**config.mk**
```make
export PLATFORM = sky130hd
export DESIGN_NAME = debug_action_unit
export DESIGN_NICKNAME = d
export VERILOG_FILES = /design/src/debug_action_unit.v
export VERILOG_INCLUDE_DIRS = /design/src /design/src/pkg
export SDC_FILE = /design/constraint.sdc
export NUM_CORES = 1
export LEC_CHECK = 0
export BUFFER_PORTS_ARGS = -buffer_cell sky130_fd_sc_hd__buf_2
export CORE_AREA = 3 3 273 275
export CTS_CLUSTER_SIZE = 14
export DETAILED_ROUTE_END_ITERATION = 10
export DIE_AREA = 0 0 276 278
export GPL_TIMING_DRIVEN = 0
export PLACE_DENSITY_LB_ADDON = 0.15
export REMOVE_ABC_BUFFERS = 1
export SKIP_CTS_REPAIR_TIMING = 1
export SYNTH_ARGS = -nofsm -noshare
export SYNTH_HDL_FRONTEND = slang
export SYNTH_SLANG_ARGS = --single-unit
```
**constraint.sdc**
```tcl
create_clock -name sys_clk -period 5.55 [get_ports sys_clk]
set_clock_uncertainty 0.05 [all_clocks]
set_input_delay 0.555 -clock sys_clk [delete_from_list [all_inputs] [get_ports sys_clk]]
set_output_delay 0.555 -clock sys_clk [all_outputs]
set_load 0.02 [all_outputs]
```
**src/pkg/dbg_action_consts.vh**
```
`ifndef DBG_ACTION_CONSTS_VH
`define DBG_ACTION_CONSTS_VH

// Register word addresses
`define ADDR_STATUS 4'h0
`define ADDR_EXT_CFG 4'h1
`define ADDR_CREG_CFG 4'h2
`define ADDR_SOFT_CFG 4'h3
`define ADDR_MON_START 4'h4
`define ADDR_CTX_PTR 4'h5
`define ADDR_TRAP_CTRL 4'h6
`define ADDR_CPU_PRIO 4'h7
`define ADDR_BKI_PRIO 4'h8
`define ADDR_TRIG_CFG 4'h9
`define ADDR_PERF 4'hA

// Status register field positions
`define ST_DE 0
`define ST_HALT0 1
`define ST_HALT1 2
`define ST_SIH 3
`define ST_CORE_HOLD_OUT_STATE 4
`define ST_PRIOR_HOLD_OUT_STATE 6
`define ST_POSTED_EVENT_BIT 7
`define ST_SRC_LO 8

// Event configuration field positions
`define CFG_ACTION_SELECT_LO 0
`define CFG_BBM 3
`define CFG_BOD 4
`define CFG_CORE_HOLD_OUT_STATE 5
`define CFG_CNT_LO 6

// Action codes
`define ACTION_SELECT_DISABLED 3'h0
`define ACTION_SELECT_NONE 3'h1
`define ACTION_SELECT_HALT 3'h2
`define ACTION_SELECT_TRAP 3'h3

// Counter control codes
`define CNT_KEEP 2'h0
`define CNT_START 2'h1
`define CNT_STOP 2'h2
`define CNT_TOGGLE 2'h3

// Event source codes
`define SRC_EXT 5'h00
`define SRC_CREG 5'h01
`define SRC_SOFT 5'h02
`define SRC_TRIG 5'h10

// Trap entry values and save offsets
`define SAVE_OFF_LINK 32'h0000_0000
`define SAVE_OFF_STATUS 32'h0000_0004
`define SAVE_OFF_SP 32'h0000_0008
`define SAVE_OFF_RA 32'h0000_000C
`define TRAP_IO_PRIV 2'h2
`define TRAP_CDC 7'h00
`define TRAP_ACTIVE_RESET 1'b1

`endif

```
**src/debug_action_unit.v**
```verilog
// Notes on behaviour
// - Each enabled event updates source, and either posted or prior and current hold-out fields.
// - Suspend-out action copies hold-out to prior, then loads from event config.
// - Software write to hold-out bit drives suspend-out; prior stays unchanged.
// - Posted breakpoint interrupt leaves hold-out state untouched but updates source.
// - Events pulse the break-out output to the external debug system.
// - Halt cancels trigger instruction too when break-before-make, else younger only.
// - After cancellation the core halts; halt field reads 01, source updated.
// - Halted core ignores interrupts; resumes when halt field written as 10.
// - Software setting halt enters halt mode as an external event.
// - Trap entry saves link, status, stack, return at pointer plus 0,4,8,C.
// - Trap loads return address from PC, stack from interrupt stack when status bit 9 is clear, saves IE/priority.
// - Trap sets PC to monitor start and loads fixed status word fields.
// - Monitor return restores context, clears trap flag; no-op when debug disabled.
// - No breakpoint traps on context save area accesses by traps or interrupts.
// - Debug mode suppresses protection traps in monitor and save-pointer regions.
// - Trap taken only when trap flag is 0; trap sets it; register writes too.
// - Trap active flag is one after reset; software clears it first.
// - Events may raise one of up to four breakpoint interrupts with own priority.
// - Low-priority breakpoint interrupt posts software interrupt and sets posted bit.
// - Debug actions start, stop, or for triggers toggle, task-mode performance counters.
// - Action none still updates status; action disabled has no effect at all.
// - With debug enabled, suspend-in holds the core halted until negated.
// - Oldest instruction first; then external, PC triggers, core reg, debug, address.
// - Halt write changes halt bit only with upper mask bit; upper bit reads 0.
// - Writing 11 sets halt only when debug enable is set.
//
// The register addresses and the Avalon-MM register port were decided locally.
`include "dbg_action_consts.vh"
`timescale 1ns/1ps
`default_nettype none

module debug_action_unit #(
  parameter NUM_BKI = 4
) (
  input wire sys_clk,
  input wire rst_b,
  input wire [3:0] avsAddress,
  input wire avsRead,
  input wire avsWrite,
  input wire [31:0] avsWriteData,
  output reg [31:0] avsReadData,
  output wire avsWaitRequest,
  input wire dbgOnIn,
  input wire suspendIn,
  input wire extEventIn,
  input wire [7:0] pcTrigIn,
  input wire coreRegEventIn,
  input wire softEventIn,
  input wire [7:0] addrTrigIn,
  input wire eventOlder,
  input wire [31:0] statusWordIn,
  input wire [31:0] prevContextLinkIn,
  input wire [31:0] stackPtrIn,
  input wire [31:0] returnAddrIn,
  input wire [31:0] progCounterIn,
  input wire [31:0] interruptStackPtrIn,
  input wire interruptEnableIn,
  input wire [7:0] currentCpuPriorityIn,
  input wire monitorReturnOp,
  input wire csaAccess,
  input wire [31:0] fetchAddr,
  input wire [31:0] dataAddr,
  input wire perfTaskMode,
  output reg breakOut,
  output wire suspendOut,
  output wire haltMode,
  output wire irqIgnore,
  output reg cancelTrigger,
  output reg cancelYounger,
  output reg trapEntry,
  output reg [31:0] saveAddr0,
  output reg [31:0] saveData0,
  output reg [31:0] saveData4,
  output reg [31:0] saveData8,
  output reg [31:0] saveDataC,
  output reg [31:0] newReturnAddr,
  output reg [31:0] newStackPtr,
  output reg loadStackPtr,
  output reg [31:0] newProgCounter,
  output reg [31:0] newStatusWord,
  output reg [31:0] newContextLink,
  output reg clearIntrEnable,
  output reg monitorReturn,
  output reg [NUM_BKI-1:0] bkiRequest,
  output reg [NUM_BKI-1:0] bkiPosted,
  output reg [7:0] bkiLevel,
  output wire perfRun,
  output wire noFetchProtTrap,
  output wire noDataProtTrap
);

  reg [1:0] susSyncQ;
  reg [1:0] dbgSyncQ;
  reg [1:0] extSyncQ;
  reg extSeenQ;
  reg [7:0] extCfgQ;
  reg [7:0] cregCfgQ;
  reg [7:0] softCfgQ;
  reg [7:0] trigCfgQ;
  reg [31:0] monStartQ;
  reg [31:0] ctxPtrQ;
  reg trapActiveQ;
  reg haltQ;
  reg suspQ;
  reg prevSuspQ;
  reg postedQ;
  reg [4:0] srcQ;
  reg perfRunQ;
  reg [8*NUM_BKI-1:0] bkiPrioQ;
  reg [7:0] cpuPrioQ;

  wire dbgOn = dbgSyncQ[1];
  wire susIn = susSyncQ[1];
  wire extPulse = extSyncQ[1] & ~extSeenQ;
  wire wrStrobe = avsWrite;

  assign avsWaitRequest = 1'b0;
  assign suspendOut = suspQ;
  // Suspend-in forces halt only while debug is enabled
  // suspend-in halt
  assign haltMode = haltQ | (dbgOn & susIn);
  assign irqIgnore = haltMode;
  assign perfRun = perfRunQ;
  assign noFetchProtTrap = dbgOn & (fetchAddr[31:24] == monStartQ[31:24]);
  assign noDataProtTrap = dbgOn & (dataAddr[31:24] == ctxPtrQ[31:24]);

  // Event selection
  reg evValid;
  reg [4:0] evSrc;
  reg [7:0] evCfg;
  reg evIsTrig;
  integer i;
  always @* begin
    evValid = 1'b0;
    evSrc = `SRC_EXT;
    evCfg = extCfgQ;
    evIsTrig = 1'b0;
    for (i = 7; i >= 0; i = i - 1) begin
      if (addrTrigIn[i]) begin
        evValid = 1'b1;
        evSrc = `SRC_TRIG + i[4:0];
        evCfg = trigCfgQ;
        evIsTrig = 1'b1;
      end
    end
    if (softEventIn) begin
      evValid = 1'b1;
      evSrc = `SRC_SOFT;
      evCfg = softCfgQ;
      evIsTrig = 1'b0;
    end
    if (coreRegEventIn) begin
      evValid = 1'b1;
      evSrc = `SRC_CREG;
      evCfg = cregCfgQ;
      evIsTrig = 1'b0;
    end
    for (i = 7; i >= 0; i = i - 1) begin
      if (pcTrigIn[i]) begin
        evValid = 1'b1;
        evSrc = `SRC_TRIG + i[4:0];
        evCfg = trigCfgQ;
        evIsTrig = 1'b1;
      end
    end
    // Pipeline-correlated events are served first only when older
    if (extPulse & ~(evValid & eventOlder)) begin
      evValid = 1'b1;
      evSrc = `SRC_EXT;
      evCfg = extCfgQ;
      evIsTrig = 1'b0;
    end
  end

  wire [2:0] action_select = evCfg[`CFG_ACTION_SELECT_LO+2:`CFG_ACTION_SELECT_LO];
  wire [1:0] cnt = evCfg[`CFG_CNT_LO+1:`CFG_CNT_LO];
  wire evAct = dbgOn & evValid & (action_select != `ACTION_SELECT_DISABLED);
  wire isBki = action_select[2];
  wire [1:0] bkiIdx = action_select[1:0];
  wire bkiOk = isBki & ({30'h0000_0000, bkiIdx} < NUM_BKI);
  wire [7:0] bkiPrioSel = bkiPrioQ[8*bkiIdx +: 8];
  wire bkiPost = evAct & bkiOk & (bkiPrioSel < currentCpuPriorityIn);
  wire takeTrap = evAct & (action_select == `ACTION_SELECT_TRAP) & ~trapActiveQ & ~csaAccess;
  wire regWrStatus = wrStrobe & (avsAddress == `ADDR_STATUS);
  wire swHaltSet = regWrStatus & avsWriteData[`ST_HALT1] & avsWriteData[`ST_HALT0] & dbgOn;
  wire swHaltClr = regWrStatus & avsWriteData[`ST_HALT1] & ~avsWriteData[`ST_HALT0];

  always @(posedge sys_clk) begin
    if (!rst_b) begin
      susSyncQ <= 2'h0;
      dbgSyncQ <= 2'h0;
      extSyncQ <= 2'h0;
      extSeenQ <= 1'b0;
    end else begin
      susSyncQ <= {susSyncQ[0], suspendIn};
      dbgSyncQ <= {dbgSyncQ[0], dbgOnIn};
      extSyncQ <= {extSyncQ[0], extEventIn};
      extSeenQ <= extSyncQ[1];
    end
  end

  always @(posedge sys_clk) begin
    if (!rst_b) begin
      extCfgQ <= 8'h00;
      cregCfgQ <= 8'h00;
      softCfgQ <= 8'h00;
      trigCfgQ <= 8'h00;
      monStartQ <= 32'h0000_0000;
      ctxPtrQ <= 32'h0000_0000;
      cpuPrioQ <= 8'h00;
      bkiPrioQ <= {8*NUM_BKI{1'b0}};
      trapActiveQ <= `TRAP_ACTIVE_RESET;
      haltQ <= 1'b0;
      suspQ <= 1'b0;
      prevSuspQ <= 1'b0;
      postedQ <= 1'b0;
      srcQ <= 5'h00;
      perfRunQ <= 1'b0;
    end else begin
      if (wrStrobe) begin
        case (avsAddress)
          `ADDR_EXT_CFG: extCfgQ <= avsWriteData[7:0];
          `ADDR_CREG_CFG: cregCfgQ <= avsWriteData[7:0];
          `ADDR_SOFT_CFG: softCfgQ <= avsWriteData[7:0];
          `ADDR_TRIG_CFG: trigCfgQ <= avsWriteData[7:0];
          `ADDR_MON_START: monStartQ <= avsWriteData;
          `ADDR_CTX_PTR: ctxPtrQ <= avsWriteData;
          `ADDR_CPU_PRIO: cpuPrioQ <= avsWriteData[7:0];
          `ADDR_BKI_PRIO: bkiPrioQ <= avsWriteData[8*NUM_BKI-1:0];
          default: ;
        endcase
      end
      if (regWrStatus) begin
        suspQ <= avsWriteData[`ST_CORE_HOLD_OUT_STATE];
        postedQ <= avsWriteData[`ST_POSTED_EVENT_BIT];
      end
      if (wrStrobe & (avsAddress == `ADDR_TRAP_CTRL))
        trapActiveQ <= avsWriteData[0];
      if (swHaltClr)
        haltQ <= 1'b0;
      if (swHaltSet) begin
        haltQ <= 1'b1;
        srcQ <= `SRC_EXT;
      end
      if (monitorReturnOp & dbgOn)
        trapActiveQ <= 1'b0;
      // Hardware events win over a same-cycle software write
      // status update on event
      if (evAct) begin
        srcQ <= evSrc;
        if (bkiPost) begin
          postedQ <= 1'b1;
        end else begin
          prevSuspQ <= suspQ;
          suspQ <= evCfg[`CFG_CORE_HOLD_OUT_STATE];
        end
        if (perfTaskMode) begin
          case (cnt)
            `CNT_START: perfRunQ <= 1'b1;
            `CNT_STOP: perfRunQ <= 1'b0;
            `CNT_TOGGLE: perfRunQ <= evIsTrig ? ~perfRunQ : perfRunQ;
            default: perfRunQ <= perfRunQ;
          endcase
        end
        if (action_select == `ACTION_SELECT_HALT)
          haltQ <= 1'b1;
        if (takeTrap)
          trapActiveQ <= 1'b1;
      end
    end
  end

  // Action pulses towards the pipeline, one cycle each; trap save and load values hold until the next trap
  always @(posedge sys_clk) begin
    if (!rst_b) begin
      breakOut <= 1'b0;
      cancelTrigger <= 1'b0;
      cancelYounger <= 1'b0;
      trapEntry <= 1'b0;
      saveAddr0 <= 32'h0000_0000;
      saveData0 <= 32'h0000_0000;
      saveData4 <= 32'h0000_0000;
      saveData8 <= 32'h0000_0000;
      saveDataC <= 32'h0000_0000;
      newReturnAddr <= 32'h0000_0000;
      newStackPtr <= 32'h0000_0000;
      loadStackPtr <= 1'b0;
      newProgCounter <= 32'h0000_0000;
      newStatusWord <= 32'h0000_0000;
      newContextLink <= 32'h0000_0000;
      clearIntrEnable <= 1'b0;
      monitorReturn <= 1'b0;
      bkiRequest <= {NUM_BKI{1'b0}};
      bkiPosted <= {NUM_BKI{1'b0}};
      bkiLevel <= 8'h00;
    end else begin
      breakOut <= evAct & ~evCfg[`CFG_BOD];
      cancelTrigger <= evAct & (action_select == `ACTION_SELECT_HALT) & evCfg[`CFG_BBM];
      cancelYounger <= evAct & (action_select == `ACTION_SELECT_HALT);
      trapEntry <= takeTrap;
      clearIntrEnable <= takeTrap;
      monitorReturn <= monitorReturnOp & dbgOn;
      bkiRequest <= (evAct & bkiOk & ~bkiPost) ? ({{NUM_BKI-1{1'b0}}, 1'b1} << bkiIdx)
                    : {NUM_BKI{1'b0}};
      bkiPosted <= bkiPost ? ({{NUM_BKI-1{1'b0}}, 1'b1} << bkiIdx) : {NUM_BKI{1'b0}};
      bkiLevel <= bkiPrioSel;
      if (takeTrap) begin
        saveAddr0 <= ctxPtrQ + `SAVE_OFF_LINK;
        saveData0 <= prevContextLinkIn;
        saveData4 <= statusWordIn;
        saveData8 <= stackPtrIn;
        saveDataC <= returnAddrIn;
        newReturnAddr <= progCounterIn;
        newStackPtr <= interruptStackPtrIn;
        loadStackPtr <= ~statusWordIn[9];
        newContextLink <= {prevContextLinkIn[31:24], interruptEnableIn,
                           currentCpuPriorityIn[6:0], prevContextLinkIn[15:0]};
        newProgCounter <= monStartQ;
        // Stack select sits at bit 9, the same bit the stack load reads
        newStatusWord <= {statusWordIn[31:14], 2'h0, `TRAP_IO_PRIV, 1'b1,
                          1'b0, 1'b0, `TRAP_CDC};
      end else begin
        loadStackPtr <= 1'b0;
      end
    end
  end

  always @* begin
    case (avsAddress)
      `ADDR_STATUS: avsReadData = {19'h00000, srcQ, postedQ, prevSuspQ, 1'b0, suspQ,
                                   susIn & dbgOn, 1'b0, haltMode, dbgOn};
      `ADDR_EXT_CFG: avsReadData = {24'h000000, extCfgQ};
      `ADDR_CREG_CFG: avsReadData = {24'h000000, cregCfgQ};
      `ADDR_SOFT_CFG: avsReadData = {24'h000000, softCfgQ};
      `ADDR_TRIG_CFG: avsReadData = {24'h000000, trigCfgQ};
      `ADDR_MON_START: avsReadData = monStartQ;
      `ADDR_CTX_PTR: avsReadData = ctxPtrQ;
      `ADDR_TRAP_CTRL: avsReadData = {31'h00000000, trapActiveQ};
      `ADDR_CPU_PRIO: avsReadData = {24'h000000, cpuPrioQ};
      `ADDR_BKI_PRIO: avsReadData = {{32-8*NUM_BKI{1'b0}}, bkiPrioQ};
      `ADDR_PERF: avsReadData = {31'h00000000, perfRunQ};
      default: avsReadData = 32'h0000_0000;
    endcase
  end

endmodule
`default_nettype wire

```
Word level (Yosys, flattened, before mapping)
Index checks and enable logic that the tools add are counted.
W data, S select, Z words.

word-level totals
  bits in writable memories = 0
  register bits after elaboration = 484
  ROM bits = 0
  output and inout port bits = 382
  input port bits = 330
  latch bits = 0
  memories = 0

operators by class
  divide/modulo/power cells = 0
  reductions and logical operators = 17
  order comparisons = 1
  eq/ne operators = 18
  muxes and demuxes = 87
  multiply operators = 0
  $add $sub $neg = 0
  bitwise logic cells = 34
  shifts and indexed selects = 2

operators by type and width
  cell                   count
  $pmux W32 S11          1
  $mux W8                19
  $mux W5                21
  $mux W1                45
  $shiftx A32 B6 Y8      1
  $and A1 B1 Y1          24
  $reduce_and A2 Y1      12
  $eq A4 B3 Y1 const B   4
  $eq A8 B8 Y1           2
  $eq A4 B4 Y1 const B   3
  $not A1 Y1             9
  $eq A4 B2 Y1 const B   2
  $lt A8 B8 Y1           1
  $eq A3 B2 Y1 const B   2
  $reduce_bool A3 Y1     2
  $eq A2 B2 Y1 const B   2
  $eq A4 B1 Y1 const B   1
  $logic_not A4 Y1       1
  $reduce_and A4 Y1      1
  $shl A1 B2 Y4 const A  1
  $pmux W1 S3            1
  $eq A2 B1 Y1 const B   1
  $ne A2 B2 Y1 const B   1
  $reduce_bool A2 Y1     1
  $or A1 B1 Y1           1

Longest topological paths before layout
  word-level depth = 29
  depth in mapped cells = 17
  mapped depth without buffers = 15

Worst setup path after synthesis
Ideal clock, no wire load.

  path kind = input to register
  from = input addrTrigIn[3]
  to = register bkiPosted[2]
  setup slack = 1.623 ns
  arrival = 3.799 ns
  stages on the path = 15
  library setup time = 0.078 ns
  path buffers = 1
  cells stage by stage = or4_1 o21ai_2 a21oi_1 a221oi_4 clkbuf_1 nor2_1 a31oi_1 ha_1 a21o_1 a21o_1 a21oi_1 nand3_1 a21oi_1 o21ai_1 nor3_1

between the ends
  elaborated cells on any way between the ends = 42
  classes of those cells = 1 x order compare; 2 x shift; 30 x mux; 7 x bitwise; 2 x reduce/logical

RTL lines
  what                                    RTL line                 text
  start: declaration                      debug_action_unit.v:50   input wire [7:0] addrTrigIn,
  $mux W1 (4 in series)                   debug_action_unit.v:140  if (addrTrigIn[i]) begin
  $mux W1                                 debug_action_unit.v:147  if (softEventIn) begin
  $mux W1                                 debug_action_unit.v:153  if (coreRegEventIn) begin
  $mux W1 (8 in series)                   debug_action_unit.v:160  if (pcTrigIn[i]) begin
  $and A1 B1 Y1                           debug_action_unit.v:168  if (extPulse & ~(evValid & eventOlder)) begin
  $not A1 Y1                              debug_action_unit.v:168
  $and A1 B1 Y1                           debug_action_unit.v:168
  $mux W8 (*)                             debug_action_unit.v:168
  $shiftx A32 B6 Y8 (*)                   debug_action_unit.v:182  wire [7:0] bkiPrioSel = bkiPrioQ[8*bkiIdx +: 8];
  named net bkiPrioSel[5]                 debug_action_unit.v:182
  $lt A8 B8 Y1 (*)                        debug_action_unit.v:183  wire bkiPost = evAct & bkiOk & (bkiPrioSel < currentCpuPriorityIn);
  $and A1 B1 Y1 (*)                       debug_action_unit.v:183
  $reduce_and A2 Y1 (no source line) (*)  --
  end signal: assignment                  debug_action_unit.v:295  bkiPosted <= {NUM_BKI{1'b0}};
  end signal: assignment                  debug_action_unit.v:306  bkiPosted <= bkiPost ? ({{NUM_BKI-1{1'b0}}, 1'b1} << bkiIdx) : {NUM_BKI{1'b0}};
  end: declaration                        debug_action_unit.v:86   output reg [NUM_BKI-1:0] bkiPosted,

The timed path passes the listed nets; every way through them passes the cells marked *.
A chain may end at the register's enable or synchronous reset.

Worst setup path in the final report
  from = input pcTrigIn[3]
  to = register bkiPosted[3]

between the ends
  elaborated cells on any way between the ends = 22
  classes of those cells = 1 x order compare; 2 x shift; 10 x mux; 7 x bitwise; 2 x reduce/logical

RTL lines
  what                                    RTL line                 text
  start: declaration                      debug_action_unit.v:47   input wire [7:0] pcTrigIn,
  $mux W1 (4 in series)                   debug_action_unit.v:160
  $and A1 B1 Y1                           debug_action_unit.v:168
  $not A1 Y1                              debug_action_unit.v:168
  $and A1 B1 Y1                           debug_action_unit.v:168
  $mux W8 (*)                             debug_action_unit.v:168
  $shiftx A32 B6 Y8 (*)                   debug_action_unit.v:182
  named net bkiPrioSel[5]                 debug_action_unit.v:182
  $lt A8 B8 Y1 (*)                        debug_action_unit.v:183
  $and A1 B1 Y1 (*)                       debug_action_unit.v:183
  $reduce_and A2 Y1 (no source line) (*)  --

Marks and branches as above.

==> results_dict.tcl <==
set metrics [dict create \
    status "finished clean" \
    drive_above_1_share_pct 28.7 \
    cts_tree "yes" \
    regToRegStartpoint "extSeenQ$_SDFF_PN0_" \
    final_cells 3821 \
    synth_flop_cell "dfxtp_1" \
    die-area_um2 76700 \
    worstRegToRegCells 14 \
    p_total_mw 7.11 \
    yosysWarnings 0 \
    clk_latency_ns 0.59 \
    dieHeight_um 278 \
    ys_types 73 \
    cts_max_level 2 \
    die_width_um 276 \
    async_reset_ff_share_pct 0 \
    wl_mm 77.8 \
    grt_start_max_net_pins 151 \
    hold_depth 2 \
    cts_buffers 53 \
    rsz0062_at_grt "false" \
    max_slew.worst_pin.slew_ns 1.09 \
    synth_edf_count 0 \
    holdPathEnd "extSyncQ[0]$_SDFF_PN0_" \
    setup_viol 0 \
    path_max_fanout 15 \
    multi_input_area_um2 8800 \
    cts.sinks 440 \
    fmax_mhz 192 \
    grt_pass1_wl_mm 113 \
    syn2layout_area_growth_pct 30.4 \
    fin_crit_sh_pct 93.8 \
    num_vias 17700 \
    hold_viol 0 \
    initial_core_util_pct 26.0 \
    grt_antenna_before_repair 28 \
    crit_type "input pin to register" \
    syn_avg_cell_area_um2 8.22 \
    synth_area_leader_cell "dfxtp_1" \
    first_iter_violations 1064 \
    arrival_ns 5.65 \
    syn_inst 2291 \
    wl_per_cell_um 20.4 \
    netlist.area_leader.share_pct 46.8 \
    post-route-drc-count 0 \
    setup_tns_ns 0 \
    nets 3149 \
    power_density_nw_per_um2 290 \
    hpwl_mm 58.8 \
    ys_seq_elements 440 \
    slew_headroom_pct 25.6 \
    max_stage_delay_ns 0.82 \
    crit_path_end_kind "register" \
    nFillCells 7817 \
    clk_path_buf_depth 3 \
    max-vdd-ir-drop_mv 0.221 \
    worstSetupStartpoint "pcTrigIn[3]" \
    gp_congestion 0.833 \
    root_buffer "clkbuf_16" \
    viasPerCell 4.64 \
    path_cells "buf_2, nor4_1, nand2_1, nor4_1, or3_1, nand2_1, a31oi_1, ha_1, a21o_1, a21o_1, a21oi_1, nand3_1, a21oi_1, o21ai_1, nor3_1" \
    hold_start "extEventIn" \
    core-area_um2 72600 \
    fp-row-count 99 \
    cp_slowest_cell "nor4_1" \
    r2r_end "bkiPosted[3]$_SDFF_PN0_" \
    syn_area_um2 18800 \
    required_ns 5.99 \
    p_leak_nw 10.2 \
    holdWs_ns 0.133 \
    track_usage_pct 19.3 \
    place_inst 3714 \
    gr-total-overflow 0 \
    post-route-min-period_ns 5.20 \
    drv_slew 0 \
    seqCellArea_um2 8810 \
    grt_pass1_vias 17100 \
    port_buffers 649 \
    ant_nets 0 \
    drv_cap 0 \
    ios 712 \
    worst-r2r-setup-slack_ns 0.93 \
    crit_path_start_kind "input pin" \
    synth_area_leaders "dfxtp_1, nand2_1, a21boi_1" \
    hold_path_class "input pin to register" \
    drt_first_pass_iters 5 \
    clkTransAtPathRegs_ns 0.06 \
    ys_seq_area_share_pct 46.8 \
]
==> metrics by stage <==
stage	instance area (um2)	utilization (%)	worst slack [ns]
detailed placement	22700	31.3	-0.266
finish	24600	33.8	0.346
global placement	22000	30.4	-6.85
global route	24600	33.8	0.110
CTS	24500	33.8	0.349
floorplan	17600	-	-2.24
==> synthesized netlist by cell type, drive strengths merged, types with 9 or more instances <==
master,n
a21boi,402
a21oi,10
mux2,9
a31oi,11
clkbuf,110
nand3,60
o21ai,14
nor3,13
nor4,12
buf,118
and2,20
inv,16
a22oi,48
nor2,35
dfxtp,440
xor2,10
nand2,853
==> worst max-delay path by stage <==
stage	endpoint	slack, ns	depth (start not counted)
after floorplan	loadStackPtr$_SDFF_PN0_	-2.24	7
after global placement	saveAddr0[12]$_SDFFE_PN0P_	-6.85	8
after detailed placement	bkiPosted[3]$_SDFF_PN0_	-0.27	14
after CTS	bkiPosted[3]$_SDFF_PN0_	0.35	14
after global routing	bkiPosted[2]$_SDFF_PN0_	0.11	15
final	bkiPosted[3]$_SDFF_PN0_	0.35	15
==> cell families (layout without fill, tap and decap cells) <==
| family | count (synthesis) | in the layout | share of synthesized area, % |
|---|---|---|---|
| multiplexers | 9 | 9 | 0.538 |
| other | 1 | 25 | 0.0199 |
| adder cells (fa/ha/maj) | 7 | 7 | 0.465 |
| AND/OR/NAND/NOR | 1030 | 1030 | 22.3 |
| XOR/XNOR | 16 | 16 | 0.744 |
| AO/OA/AOI/OAI | 544 | 544 | 22.0 |
| buffers and inverters | 244 | 791 | 7.15 |
| flip-flops | 440 | 440 | 46.8 |
==> registers in the layout (all words and copies together), names as in the netlist, 32 cells and up <==
name / cells
newReturnAddr: 32
saveAddr0: 32
saveDataC: 32
ctxPtrQ: 32
bkiPrioQ: 32
saveData4: 32
monStartQ: 32
saveData0: 32
saveData8: 32
newProgCounter: 32
newStackPtr: 32
==> worst max-delay path, delay by kind of cell <==
kind                       cells  cell delay, ns
and+or+nand+nor                7            3.25
AOI/OAI and AO/OA              6            1.41
adders and majority gates      1            0.29
buffers and inverters          1            0.11
==> cell usage in the layout (no fill, tap or decap), types with 8 or more instances in the layout <==
master,Yosys,routed
buf_16,0,13
clkbuf_16,0,54
clkbuf_8,0,15
conb_1,1,13
a21boi_0,162,162
clkbuf_1,110,12
diode_2,0,12
nor2_1,34,32
o21ai_0,10,10
nor4_1,10,9
a31oi_1,10,10
nor3_1,12,8
a22oi_1,48,48
nand2_2,10,13
nand2_1,843,840
xor2_1,10,10
a21boi_1,230,230
a21boi_2,10,10
a21oi_1,10,10
buf_2,23,649
mux2_2,9,9
dfxtp_1,440,440
and2_1,18,17
nand3_1,59,59
buf_6,12,10
inv_1,16,16
==> cell type report <==
type                            count  area share [%]
Sequential cell                   440            35.9
Multi-Input combinational cell   1619            35.8
Timing Repair Buffer              682            15.8
Clock buffer                       81            6.53
Tap cell                          959            4.89
Clock inverter                     12           0.728
Inverter                           16           0.245
Antenna cell                       12           0.122
==> routing by layer <==
layer  wire length, um  GRT usage [%]
met5                89              0
met4              2060           6.65
met3              4980           4.84
met2             38000           33.0
met1             32700           23.6
==> power by group <==
group	switching (mW)	internal (mW)
Sequential	0.0164	3.18
Combinational	0.205	0.162
Clock	1.39	2.16
Power figures use the tool's default switching activity.
